### src/rmch_defs.svh
`ifndef RMCH_DEFS_SVH
`define RMCH_DEFS_SVH

// Status register field positions.
`define RMCH_ST_SEL 5
`define RMCH_ST_CHAN 6
`define RMCH_ST_CHB 7
`define RMCH_ST_CHA 8
`define RMCH_ST_TERM_FLAG_ALLOWED_BIT 9
`define RMCH_ST_BUSY 10
`define RMCH_ST_SELF 11
`define RMCH_ST_TAPE 12
`define RMCH_ST_MERR 13
`define RMCH_ST_VMSG 14
`define RMCH_ST_ACTV 15

// Recent command register field positions.
`define RMCH_LC_BUSY 11
`define RMCH_LC_SELF 12
`define RMCH_LC_TERM_FLAG_ALLOWED_BIT 13
`define RMCH_LC_CHAN 14
`define RMCH_LC_ILL 15

// Reset values.
`define RMCH_LC_CMD_RST 11'h7FF

// Mode codes.
`define RMCH_MC_DBC 5'h00
`define RMCH_MC_SYNC 5'h01
`define RMCH_MC_TXST 5'h02
`define RMCH_MC_STEST 5'h03
`define RMCH_MC_TSD 5'h04
`define RMCH_MC_OTSD 5'h05
`define RMCH_MC_ITF 5'h06
`define RMCH_MC_OITF 5'h07
`define RMCH_MC_RRT 5'h08
`define RMCH_MC_VEC 5'h10
`define RMCH_MC_SYNCD 5'h11
`define RMCH_MC_TXLC 5'h12
`define RMCH_MC_BIT 5'h13
`define RMCH_MC_SSD 5'h14
`define RMCH_MC_OSSD 5'h15

// Memory block used for mode code data words.
`define RMCH_MC_BLOCK 1

`endif

### src/rmch_pkg.sv
package rmch_pkg;

   // Decoded fields of one command word.
   typedef struct packed {
      logic [4:0] addr;
      logic tx;
      logic [4:0] sub;
      logic [4:0] count;
   } rmch_cmd_type;

   // Sequencer states, Gray coded along the main path.
   typedef enum logic [1:0] {
      RMCH_IDLE = 2'h0,
      RMCH_EXEC = 2'h1,
      RMCH_RESP = 2'h3
   } rmch_state_type;

endpackage

### src/rmch_mode_code_handler.sv
`include "rmch_defs.svh"

// Contract
// - Sixteen-bit read-only status register with fields
// - Reset clears status except flag enable, channel
// - Valid bit latches until read, error until read without fault
// - Active bit is NAND of phase pins
// - Last command reply sends low eleven bits
// - Low eleven bits hold command, reset ones
// - Bit eleven mirrors busy, resets zero
// - Bit twelve mirrors self-test, resets zero
// - Bits thirteen, fourteen mirror flag, channel
// - Bit fifteen flags illegal command, resets one
// - Drive field and selector after decode
// - Reject listed and reserved mode codes
// - Illegal code: store, pin, latch, status
// - Mode codes with data move memory
// - Mode code data uses block one
// - No memory request for status, last command
// - Sync, self-test, reset only store, respond
// - Data words passed through uninterpreted
// - Shutdown disables, override enables alternate bus
// - Inhibit clears flag; override only enables
// - Last command reply keeps stored command
module rmch_mode_code_handler
   import rmch_pkg::*;
(
   input wire logic I_CLK,
   input wire logic I_NRST,
   input wire logic i_cmd_valid,
   input wire logic [15:0] i_cmd_word,
   input wire logic i_cmd_chan_a,
   input wire logic i_illegal_command_in,
   input wire logic i_transmit_phase_n,
   input wire logic i_receive_phase_n,
   input wire logic i_busy,
   input wire logic i_self_test,
   input wire logic i_address_parity_fault,
   input wire logic i_fault_cond,
   input wire logic i_msg_done_ok,
   input wire logic i_status_read,
   input wire logic i_chan_a_ctrl_en,
   input wire logic i_chan_b_ctrl_en,
   input wire logic i_resp_done,
   output logic [4:0] o_mode_subaddr_field,
   output logic o_mode_or_subaddr_sel,
   output logic o_broadcast_indication,
   output logic o_message_fault_out,
   output logic [15:0] o_terminal_status_reg,
   output logic [15:0] o_recent_command_reg,
   output logic o_mem_req,
   output logic o_mem_tx,
   output logic [4:0] o_mem_subaddr,
   output logic [4:0] o_mem_block,
   output logic o_send_status,
   output logic o_send_last_cmd,
   output logic [15:0] o_last_cmd_word,
   output logic o_term_flag_force_zero,
   output logic o_busy_applied
);

   rmch_cmd_type cmd;
   rmch_state_type state;
   rmch_state_type next_state;
   logic [4:0] field;
   logic sel;
   logic chan;
   logic cha_mc;
   logic chb_mc;
   logic term_flag_allowed_bit;
   logic merr;
   logic vmsg;
   logic actv;
   logic [10:0] lc_cmd;
   logic lc_ill;
   logic [4:0] own_addr;
   logic bcast;
   logic is_txlc_q;

   // Command word fields and mode code decode.
   wire rmch_cmd_type in_cmd = i_cmd_word;
   wire is_mode = (in_cmd.sub == 5'h00) || (in_cmd.sub == 5'h1F);
   wire [4:0] code = in_cmd.count;
   wire known_tx = (code == `RMCH_MC_SYNC) || (code == `RMCH_MC_TXST) || (code == `RMCH_MC_STEST)
      || (code == `RMCH_MC_TSD) || (code == `RMCH_MC_OTSD) || (code == `RMCH_MC_ITF)
      || (code == `RMCH_MC_OITF) || (code == `RMCH_MC_RRT) || (code == `RMCH_MC_VEC)
      || (code == `RMCH_MC_TXLC) || (code == `RMCH_MC_BIT);
   wire known_rx = (code == `RMCH_MC_SYNCD);
   // Dynamic bus control, selected shutdown pair and reserved codes fall out as illegal.
   wire int_illegal = is_mode && !(in_cmd.tx ? known_tx : known_rx);
   wire illegal = int_illegal || i_illegal_command_in;
   wire is_txlc = is_mode && in_cmd.tx && (code == `RMCH_MC_TXLC);
   wire is_txst = is_mode && in_cmd.tx && (code == `RMCH_MC_TXST);
   // Data carrying codes are those with the top bit set; status and last command are internal.
   wire mc_data = is_mode && code[4] && !is_txlc;
   wire need_mem = !illegal && !i_busy && (is_mode ? mc_data : 1'b1);
   // Alternate bus is the channel that did not carry this command.
   wire tsd = is_mode && in_cmd.tx && !illegal && (code == `RMCH_MC_TSD);
   wire otsd = is_mode && in_cmd.tx && !illegal && (code == `RMCH_MC_OTSD);
   wire itf = is_mode && in_cmd.tx && !illegal && (code == `RMCH_MC_ITF);
   wire oitf = is_mode && in_cmd.tx && !illegal && (code == `RMCH_MC_OITF);
   wire take = (state == RMCH_IDLE) && i_cmd_valid;

   // Sequencer: take a command, act on it, wait for the response to finish.
   always_comb
   begin
      next_state = state;
      case (state)
         RMCH_IDLE:
         begin
            if (i_cmd_valid)
               next_state = RMCH_EXEC;
         end
         RMCH_EXEC:
            next_state = RMCH_RESP;
         RMCH_RESP:
         begin
            if (i_resp_done)
               next_state = RMCH_IDLE;
         end
         default:
            next_state = RMCH_IDLE;
      endcase
   end

   always_ff @(posedge I_CLK)
   begin
      if (!I_NRST)
         state <= RMCH_IDLE;
      else
         state <= next_state;
   end

   // Captured command, field outputs and stored last command.
   always_ff @(posedge I_CLK)
   begin
      if (!I_NRST)
      begin
         cmd <= '0;
         field <= 5'h00;
         sel <= 1'b0;
         chan <= 1'b1;
         lc_cmd <= `RMCH_LC_CMD_RST;
         lc_ill <= 1'b1;
         bcast <= 1'b0;
      end
      else if (take)
      begin
         cmd <= in_cmd;
         field <= is_mode ? code : in_cmd.sub;
         sel <= !is_mode;
         chan <= i_cmd_chan_a;
         bcast <= (in_cmd.addr == 5'h1F);
         if (!is_txlc || illegal)
         begin
            lc_cmd <= i_cmd_word[10:0];
            lc_ill <= illegal;
         end
      end
   end

   // Channel enables and terminal flag enable driven by mode codes.
   always_ff @(posedge I_CLK)
   begin
      if (!I_NRST)
      begin
         cha_mc <= 1'b1;
         chb_mc <= 1'b1;
         term_flag_allowed_bit <= 1'b1;
      end
      else if (take)
      begin
         if (tsd)
         begin
            if (i_cmd_chan_a)
               chb_mc <= 1'b0;
            else
               cha_mc <= 1'b0;
         end
         else if (otsd)
         begin
            if (i_cmd_chan_a)
               chb_mc <= 1'b1;
            else
               cha_mc <= 1'b1;
         end
         if (itf)
            term_flag_allowed_bit <= 1'b0;
         else if (oitf)
            term_flag_allowed_bit <= 1'b1;
      end
   end

   // Message error and valid message latches; a new event beats the read clear.
   wire merr_set = (take && illegal) || i_address_parity_fault;
   wire vmsg_set = i_msg_done_ok;
   always_ff @(posedge I_CLK)
   begin
      if (!I_NRST)
      begin
         merr <= 1'b0;
         vmsg <= 1'b0;
         actv <= 1'b0;
      end
      else
      begin
         merr <= merr_set || (merr && !(i_status_read && !i_fault_cond));
         vmsg <= vmsg_set || (vmsg && !i_status_read);
         actv <= ~(i_transmit_phase_n & i_receive_phase_n);
      end
   end

   // Memory request, response strobes and pin outputs.
   always_ff @(posedge I_CLK)
   begin
      if (!I_NRST)
      begin
         o_mem_req <= 1'b0;
         o_mem_tx <= 1'b0;
         o_mem_subaddr <= 5'h00;
         o_mem_block <= 5'h00;
         o_send_status <= 1'b0;
         o_send_last_cmd <= 1'b0;
         o_message_fault_out <= 1'b0;
         o_term_flag_force_zero <= 1'b0;
         own_addr <= 5'h00;
      end
      else
      begin
         o_mem_req <= take && need_mem;
         if (take)
         begin
            o_mem_tx <= in_cmd.tx;
            o_mem_subaddr <= in_cmd.sub;
            o_mem_block <= is_mode ? 5'(`RMCH_MC_BLOCK) : in_cmd.count;
            own_addr <= in_cmd.addr;
         end
         o_send_status <= (state == RMCH_EXEC);
         // The reply does not depend on whether the previously stored command was illegal.
         o_send_last_cmd <= (state == RMCH_EXEC) && is_txlc_q;
         o_message_fault_out <= merr_set || (o_message_fault_out && state != RMCH_IDLE);
         if (take && itf)
            o_term_flag_force_zero <= 1'b1;
         else if (take && oitf)
            o_term_flag_force_zero <= 1'b0;
      end
   end

   // Transmit last command was taken in this exchange.
   always_ff @(posedge I_CLK)
   begin
      if (!I_NRST)
         is_txlc_q <= 1'b0;
      else if (take)
         is_txlc_q <= is_txlc && !illegal;
   end

   // Register images seen by the host.
   wire [15:0] status_img = {actv, vmsg, merr, i_address_parity_fault, i_self_test, i_busy, term_flag_allowed_bit,
      i_chan_a_ctrl_en & cha_mc, i_chan_b_ctrl_en & chb_mc, chan, sel, field};
   wire [15:0] recent_img = {lc_ill, chan, term_flag_allowed_bit, i_self_test, i_busy, lc_cmd};
   always_ff @(posedge I_CLK)
   begin
      if (!I_NRST)
      begin
         o_terminal_status_reg <= 16'h0240;
         o_recent_command_reg <= 16'hE7FF;
         o_mode_subaddr_field <= 5'h00;
         o_mode_or_subaddr_sel <= 1'b0;
         o_broadcast_indication <= 1'b0;
         o_last_cmd_word <= 16'h0000;
         o_busy_applied <= 1'b0;
      end
      else
      begin
         o_terminal_status_reg <= status_img;
         o_recent_command_reg <= recent_img;
         o_mode_subaddr_field <= field;
         o_mode_or_subaddr_sel <= sel;
         o_broadcast_indication <= bcast;
         o_last_cmd_word <= {own_addr, recent_img[10:0]};
         o_busy_applied <= i_busy;
      end
   end

endmodule

### config.mk
export PLATFORM = sky130hd
export DESIGN_NAME = rmch_mode_code_handler
export DESIGN_NICKNAME = d
export VERILOG_FILES = /design/src/rmch_pkg.sv /design/src/rmch_mode_code_handler.sv
export VERILOG_INCLUDE_DIRS = /design/src
export SDC_FILE = /design/constraint.sdc
export NUM_CORES = 1
export LEC_CHECK = 0
export BUFFER_PORTS_ARGS = -buffer_cell sky130_fd_sc_hd__buf_2
export CAP_MARGIN = 20
export CORE_MARGIN = 2
export CORE_UTILIZATION = 50
export CTS_BUF_LIST = sky130_fd_sc_hd__clkbuf_16
export CTS_CLUSTER_DIAMETER = 100
export DETAILED_ROUTE_END_ITERATION = 6
export PLACE_DENSITY = 0.89
export SYNTH_ARGS = -nofsm -noshare
export SYNTH_HDL_FRONTEND = slang
export SYNTH_SLANG_ARGS = --single-unit
### constraint.sdc
create_clock -name I_CLK -period 2.4 [get_ports I_CLK]
set_clock_uncertainty 0.2 [all_clocks]
set_input_delay 0.6 -clock I_CLK [delete_from_list [all_inputs] [get_ports I_CLK]]
set_output_delay 0.6 -clock I_CLK [all_outputs]
set_load 0.02 [all_outputs]
==> results of run 1 <==
-- cell families (layout without fill, tap and decap cells) --
kind of cell | count (synthesis) | after routing | synth area share, %
simple gates | 148 | 148 | 24.02
buf+inv | 41 | 133 | 6.096
compound gates | 56 | 56 | 10.89
flops | 95 | 95 | 55.15
mux | 13 | 13 | 3.846
-- power breakdown --
group | switching, mW | leakage [nW] | internal (mW) | total (mW)
sequential | 0.0416 | 0.782 | 1.68 | 1.72
clock | 0.603 | 0.148 | 0.819 | 1.42
combinational | 0.265 | 0.969 | 0.166 | 0.431
-- metrics by stage --
stage / cells / setup WS, ps / instance area [um2]
after floorplan: 353 / 218.0 / 3448
after global placement: 509 / 202.4 / 3950
after detailed placement: 509 / 123.0 / 3950
after CTS: 525 / 304.7 / 4255
after global routing: 525 / 234.6 / 4255
final: 525 / 282.5 / 4255
-- cells in the final DEF, fill, tap and decap left out, drive strengths merged, types with 2 or more instances in the layout --
cell	count
a211oi	3
a21boi	14
a21oi	13
a31oi	4
and2	30
and3	3
buf	113
clkbuf	9
clkinv	3
dfxtp	95
inv	6
mux2	2
mux2i	11
nand2	41
nand2b	18
nand3	11
nand4	3
nor2	18
nor2b	9
nor3	2
nor3b	2
nor4	4
o21ai	12
o31ai	2
or3b	2
-- critical path: stages (launching register included) --
cell and delay (ps):
dfxtp_1 370, nor2_2 190, nand2_1 100, or4b_4 560
nor4_4 220, mux2_1 360
-- cell type report --
| type | instances | area, um2 | share of cell area [%] |
|---|---|---|---|
| Clock buffer | 9 | 225.2 | 5.293 |
| Clock inverter | 7 | 80.08 | 1.882 |
| Inverter | 4 | 15.01 | 0.3528 |
| Multi-Input combinational cell | 217 | 1343 | 31.55 |
| Sequential cell | 95 | 1902 | 44.69 |
| Tap cell | 80 | 100.1 | 2.352 |
| Timing Repair Buffer | 113 | 590.6 | 13.88 |
-- final timing paths --
path                                             from                                   end
worst max-delay path            state[1]$_SDFFE_PN0P_    term_flag_allowed_bit$_SDFFE_PN1P_
worst min-delay path                  actv$_SDFF_PN0_  o_terminal_status_reg[15]$_SDFF_PN0_
worst max register to register  state[1]$_SDFFE_PN0P_    term_flag_allowed_bit$_SDFFE_PN1P_
worst min register to register        actv$_SDFF_PN0_  o_terminal_status_reg[15]$_SDFF_PN0_
-- routing by layer --
layer / global-route usage (%) / wire length [um] / vias up
met5: 0 / 0 / -
li1: - / - / 1343
met2: 30.12 / 3278 / 85
met4: 10.51 / 172 / 0
met1: 24.51 / 3186 / 1199
met3: 4.076 / 388 / 13
==> results by group, run 1 <==
STA
  • Min Tclk post-route: roughly 2100 ps
  • Setup Viol. Count Final: 0
  • Unrepaired setup endpoints after global routing: no
  • Slew @ Worst Pin: approximately 470 ps
  • Final hold slack: roughly 230 ps
  • Final Max Slew Viols: 0
  • Max_slew headroom: 68.87%
  • Final Hold Viols: 0
  • Max Fclk: roughly 470 MHz
  • Setup TNS: 0 ps
  • Fin crit share: between 80% and 90%

Critical path
  • Crit path launch type: flop
  • Worst r2r path cells: 5
  • Crit. End Element: flop
  • Reg2Reg Setup Slack: between 200 and 300 ps
  • CP required: approximately 2400 ps
  • CP arrival: 2130 ps
  • Largest fanout on the critical path: 5
  • Crit Path Class: reg -> reg

Die
  • # rows: 30
  • Starting Density: approximately half
  • DIE HEIGHT: slightly below 90 um
  • Top-Level Pins: approximately 100
  • Die area: around 0.0076 mm2
  • Chip Width: 87.05 um
  • Core area: approximately 0.0067 mm2

Clock tree
  • Setup Fix Bufs, Post-CTS: 0
  • Clock latency on the worst-skew pair: around 340 ps
  • CTS clk-pin slew, worst paths: ~60 ps
  • Root Buffer: clkbuf_16
  • Post-CTS resize count: 0
  • CTS Buffer Depth: 2
  • Htree depth: 3
  • TritonCTS buffer count: 9
  • CTS Sinks: between 90 and 100
  • # hold bufs at CTS: 0
  • CTS tree: done

Drt
  • DRC violations left: 0
  • WL final: between 7000 and 8000 um
  • Vias: approximately 2,600
  • Vias per cell: between 5 and 6
  • Drt pass-1 iters: 4
  • 1st-iter DRT viols: approximately 110
  • Routed Antenna Nets: 0
  • Wire per inst: between 10 and 15 um

Yosys
  • EDFF count, synth: 0
  • Register area share after synthesis: 55.15%
  • Ranking of synthesized cells by area: dfxtp_1 55%, and2_1 5.4%, nand2_1 4.5%
  • Mean area per synthesized cell: between 9 and 10 um2
  • Synthesized instance count: between 300 and 400
  • Post-synthesis cell type count: 45
  • Syn_nets: 385
  • Most numerous cell in the Yosys netlist: dfxtp_1
  • Dominant synthesized flop cell: dfxtp_1
  • Synth Warn #: 0
  • Synth top area share: between 50% and 60%
  • Synth area leader: dfxtp_1
  • Commonest cells post-synth: 95 x dfxtp_1, 41 x nand2_1, 30 x and2_1
  • Post-synth ARST share: 0%
  • Mapped cell area: approximately 0.0034 mm2
  • Yosys reg bits: 95

Pwr
  • Pwr Total: around 3.6 mW
  • VDD IR max: slightly below 0.6 mV
  • PwrDens: between 800 and 900 mW/mm2
  • Pleak: roughly 1.9 nW

Layout
  • FILL cells: roughly 530
  • Max FFs per register: 16
  • Share of post-route cells with drive strength above 1: 31.69%
  • Layout overhead on the synthesized area: 23.40%
  • Core Util, Final: 63.33%
  • Nets: roughly 470
  • N_diodes: 0

Global route
  • Vias in the first global route: 2,368
  • Grt ovf: 0
  • Global-route wire length before repair: ~11,000 um
  • Initial antenna violation count: 0
  • Pin count of the biggest net entering global routing: a little over 60
  • GRT Util Overall: a little under a fifth

Status
  • Outcome: complete, no violations

Run
  • Total of max-cap violations: 0

Placement
  • Port buffer count: between 100 and 150
  • Post-DP HPWL: 4960 um
  • GP Congestion: slightly below 0.9

Worst hold path
  • Cells on Worst Hold Path: 1
  • Hold/Removal Path Class: reg -> reg
(Power assumes the default switching activity.)
==> run 2: changes to the inputs <==
Clock period 2.4 ns to 2.6 ns, I/O delays scaled along.
==> run 2 against run 1 <==
Compared with the run above: first-iteration DRC count up 39%; worst setup slack better by 250 ps; flip-flop and latch count unchanged; clock power up 7%; non-clock buffer count down 3; core utilization up 0.54 points; critical path depth unchanged; final cell count down 0.57%; hold slack better by 8.0 ps; sequential power down 8%.
==> results by group, run 2 (synthesis gave the netlist of run 1 again) <==
STA
  • Final Hold Viols: 0
  • Fin crit share: ~80%
  • Setup TNS: 0 ps
  • Setup Viol. Count Final: 0
  • Max Fclk: approximately 480 MHz
  • Final Max Slew Viols: 0
  • Final hold slack: between 200 and 250 ps
  • Min Tclk post-route: between 2000 and 2500 ps
  • Max_slew headroom: a little under three quarters
  • Slew @ Worst Pin: 421.3 ps
  • Unrepaired setup endpoints after global routing: no

Critical path
  • Max incr delay on CP: approximately 570 ps
  • Worst r2r path cells: 5
  • RR Startpoint: state[1]$_SDFFE_PN0P_
  • Crit Path Class: reg -> reg
  • Critical R2R Capture: term_flag_allowed_bit$_SDFFE_PN1P_
  • Cell Chain, Critical Path: nor2_2, nand2_1, or4b_4, nor4_4, mux2_1
  • Reg2Reg Setup Slack: 530 ps
  • CP arrival: between 2000 and 2500 ps
  • Crit path launch type: flop
  • Crit. End Element: flop
  • CP required: 2620 ps
  • Max stage delay cell, worst path: or4b_4
  • Largest fanout on the critical path: 5

Worst hold path
  • Min-delay src: actv$_SDFF_PN0_
  • Hold/Removal Path Class: reg -> reg
  • Cells on Worst Hold Path: 1
  • Hold Path End: o_terminal_status_reg[15]$_SDFF_PN0_

Global route
  • Initial antenna violation count: 0
  • Global-route wire length before repair: about 12,000 um
  • M2 GR Usage: 31.58%
  • Pin count of the biggest net entering global routing: 83
  • Grt ovf: 0
  • M3 GR Usage: around 4.6%
  • Vias in the first global route: between 2,000 and 2,500
  • Most used routing layer: met2
  • M1 GR Usage: 25.87%
  • GRT Util Overall: 19.98%

Drt
  • Wire per inst: roughly 14 um
  • Vias per cell: 5.105
  • Vias: 2,665
  • WL final: just over 7000 um
  • DRC violations left: 0
  • Routed Antenna Nets: 0
  • Drt pass-1 iters: 5
  • 1st-iter DRT viols: roughly 160

Clock tree
  • Clock latency on the worst-skew pair: 340 ps
  • CTS Sinks: 95
  • TritonCTS buffer count: 9
  • Root Buffer: clkbuf_16
  • CTS tree: done
  • Post-CTS resize count: 0
  • CTS Buffer Depth: 2
  • Setup Fix Bufs, Post-CTS: 0
  • # hold bufs at CTS: 0
  • Htree depth: 3
  • CTS clk-pin slew, worst paths: about 70 ps

Layout
  • Share of post-route cells with drive strength above 1: a little under a third
  • Max FFs per register: 16
  • Most common cell after layout, fill and taps aside: buf_2
  • Commonest non-fill, non-tap cells in the layout: 103 x buf_2, 95 x dfxtp_1, 41 x nand2_1
  • FILL cells: roughly 500
  • Nets: around 470
  • N_diodes: 0
  • Layout overhead on the synthesized area: 24.46%
  • Final non-filler cell total: around 520

Placement
  • Post-DP HPWL: 5022 um
  • Port buffer count: 103
  • GP Congestion: 0.7925
  • Placed cells: just over 500

Pwr
  • VDD IR max: about 0.44 mV
  • Pwr Total: approximately 3.5 mW
  • PwrDens: slightly above 800 mW/mm2
  • Pleak: between 1.5 and 2 nW

Die
  • DIE HEIGHT: 87.05 um
  • Top-Level Pins: roughly 100
  • Core area: 0.006719 mm2
  • Starting Density: ~51%
  • Chip Width: 87.05 um
  • # rows: 30
  • Die area: 0.007577 mm2

Status
  • Outcome: complete, no violations

Run
  • Total of max-cap violations: 0
## run 2: cell count changes in the layout (fill, tap and decap cells not counted)
| cell | delta |
|---|---|
| inv_6 | +1 |
| clkinv_4 | -2 |
| buf_4 | -4 |
| buf_12 | +1 |
| clkinv_2 | -1 |
| bufinv_16 | +2 |
## run 2: worst max path at each step
stage,to,start,depth (start not counted),slack [ps]
final,term_flag_allowed_bit$_SDFFE_PN1P_,state[1]$_SDFFE_PN0P_,5,530
after global routing,term_flag_allowed_bit$_SDFFE_PN1P_,state[1]$_SDFFE_PN0P_,5,420
after global placement,lc_cmd[0]$_SDFFE_PN1P_,i_cmd_word[4],6,340
after CTS,term_flag_allowed_bit$_SDFFE_PN1P_,state[1]$_SDFFE_PN0P_,5,530
after floorplan,term_flag_allowed_bit$_SDFFE_PN1P_,i_cmd_word[3],4,370
after detailed placement,lc_cmd[0]$_SDFFE_PN1P_,i_cmd_word[2],6,240
## run 2: critical path: cells and delay by family, from the launching register on
kind | cells | cell delay (ps)
flip-flops | 1 | 370
multiplexers | 1 | 350
AND/OR/NAND/NOR | 4 | 1050
## run 2: area by class of cell
type	instances	area (um2)	area share [%]
clock buffer	9	225.2	5.248
clock inverter	7	126.4	2.945
timing repair buffer	110	580.6	13.53
multi-input combinational	217	1343	31.28
inverter	4	15.01	0.3499
tap	80	100.1	2.332
sequential	95	1902	44.31
## run 2: stage by stage
stage / utilization (%) / setup WS [ps] / instance area, um2
5_1_grt: 63.87 / 416.2 / 4292
2_1_floorplan: - / 368.0 / 3448
6_report: 63.87 / 534.3 / 4292
3_5_place_dp: 58.64 / 237.8 / 3940
3_3_place_gp: 58.64 / 338.0 / 3940
4_1_cts: 63.87 / 532.4 / 4292
## run 2: where the power goes
part           total [mW]  switching, mW  internal, mW
Clock                1.52          0.568         0.953
Combinational       0.399          0.247         0.152
Sequential           1.59         0.0382          1.55
## run 2: routing by layer
| layer | wire, um | part of all wire, % |
|---|---|---|
| met5 | 0 | 0 |
| met4 | 149 | 2.1 |
| met3 | 426 | 5.9 |
| met2 | 3500 | 48 |
| met1 | 3149 | 44 |
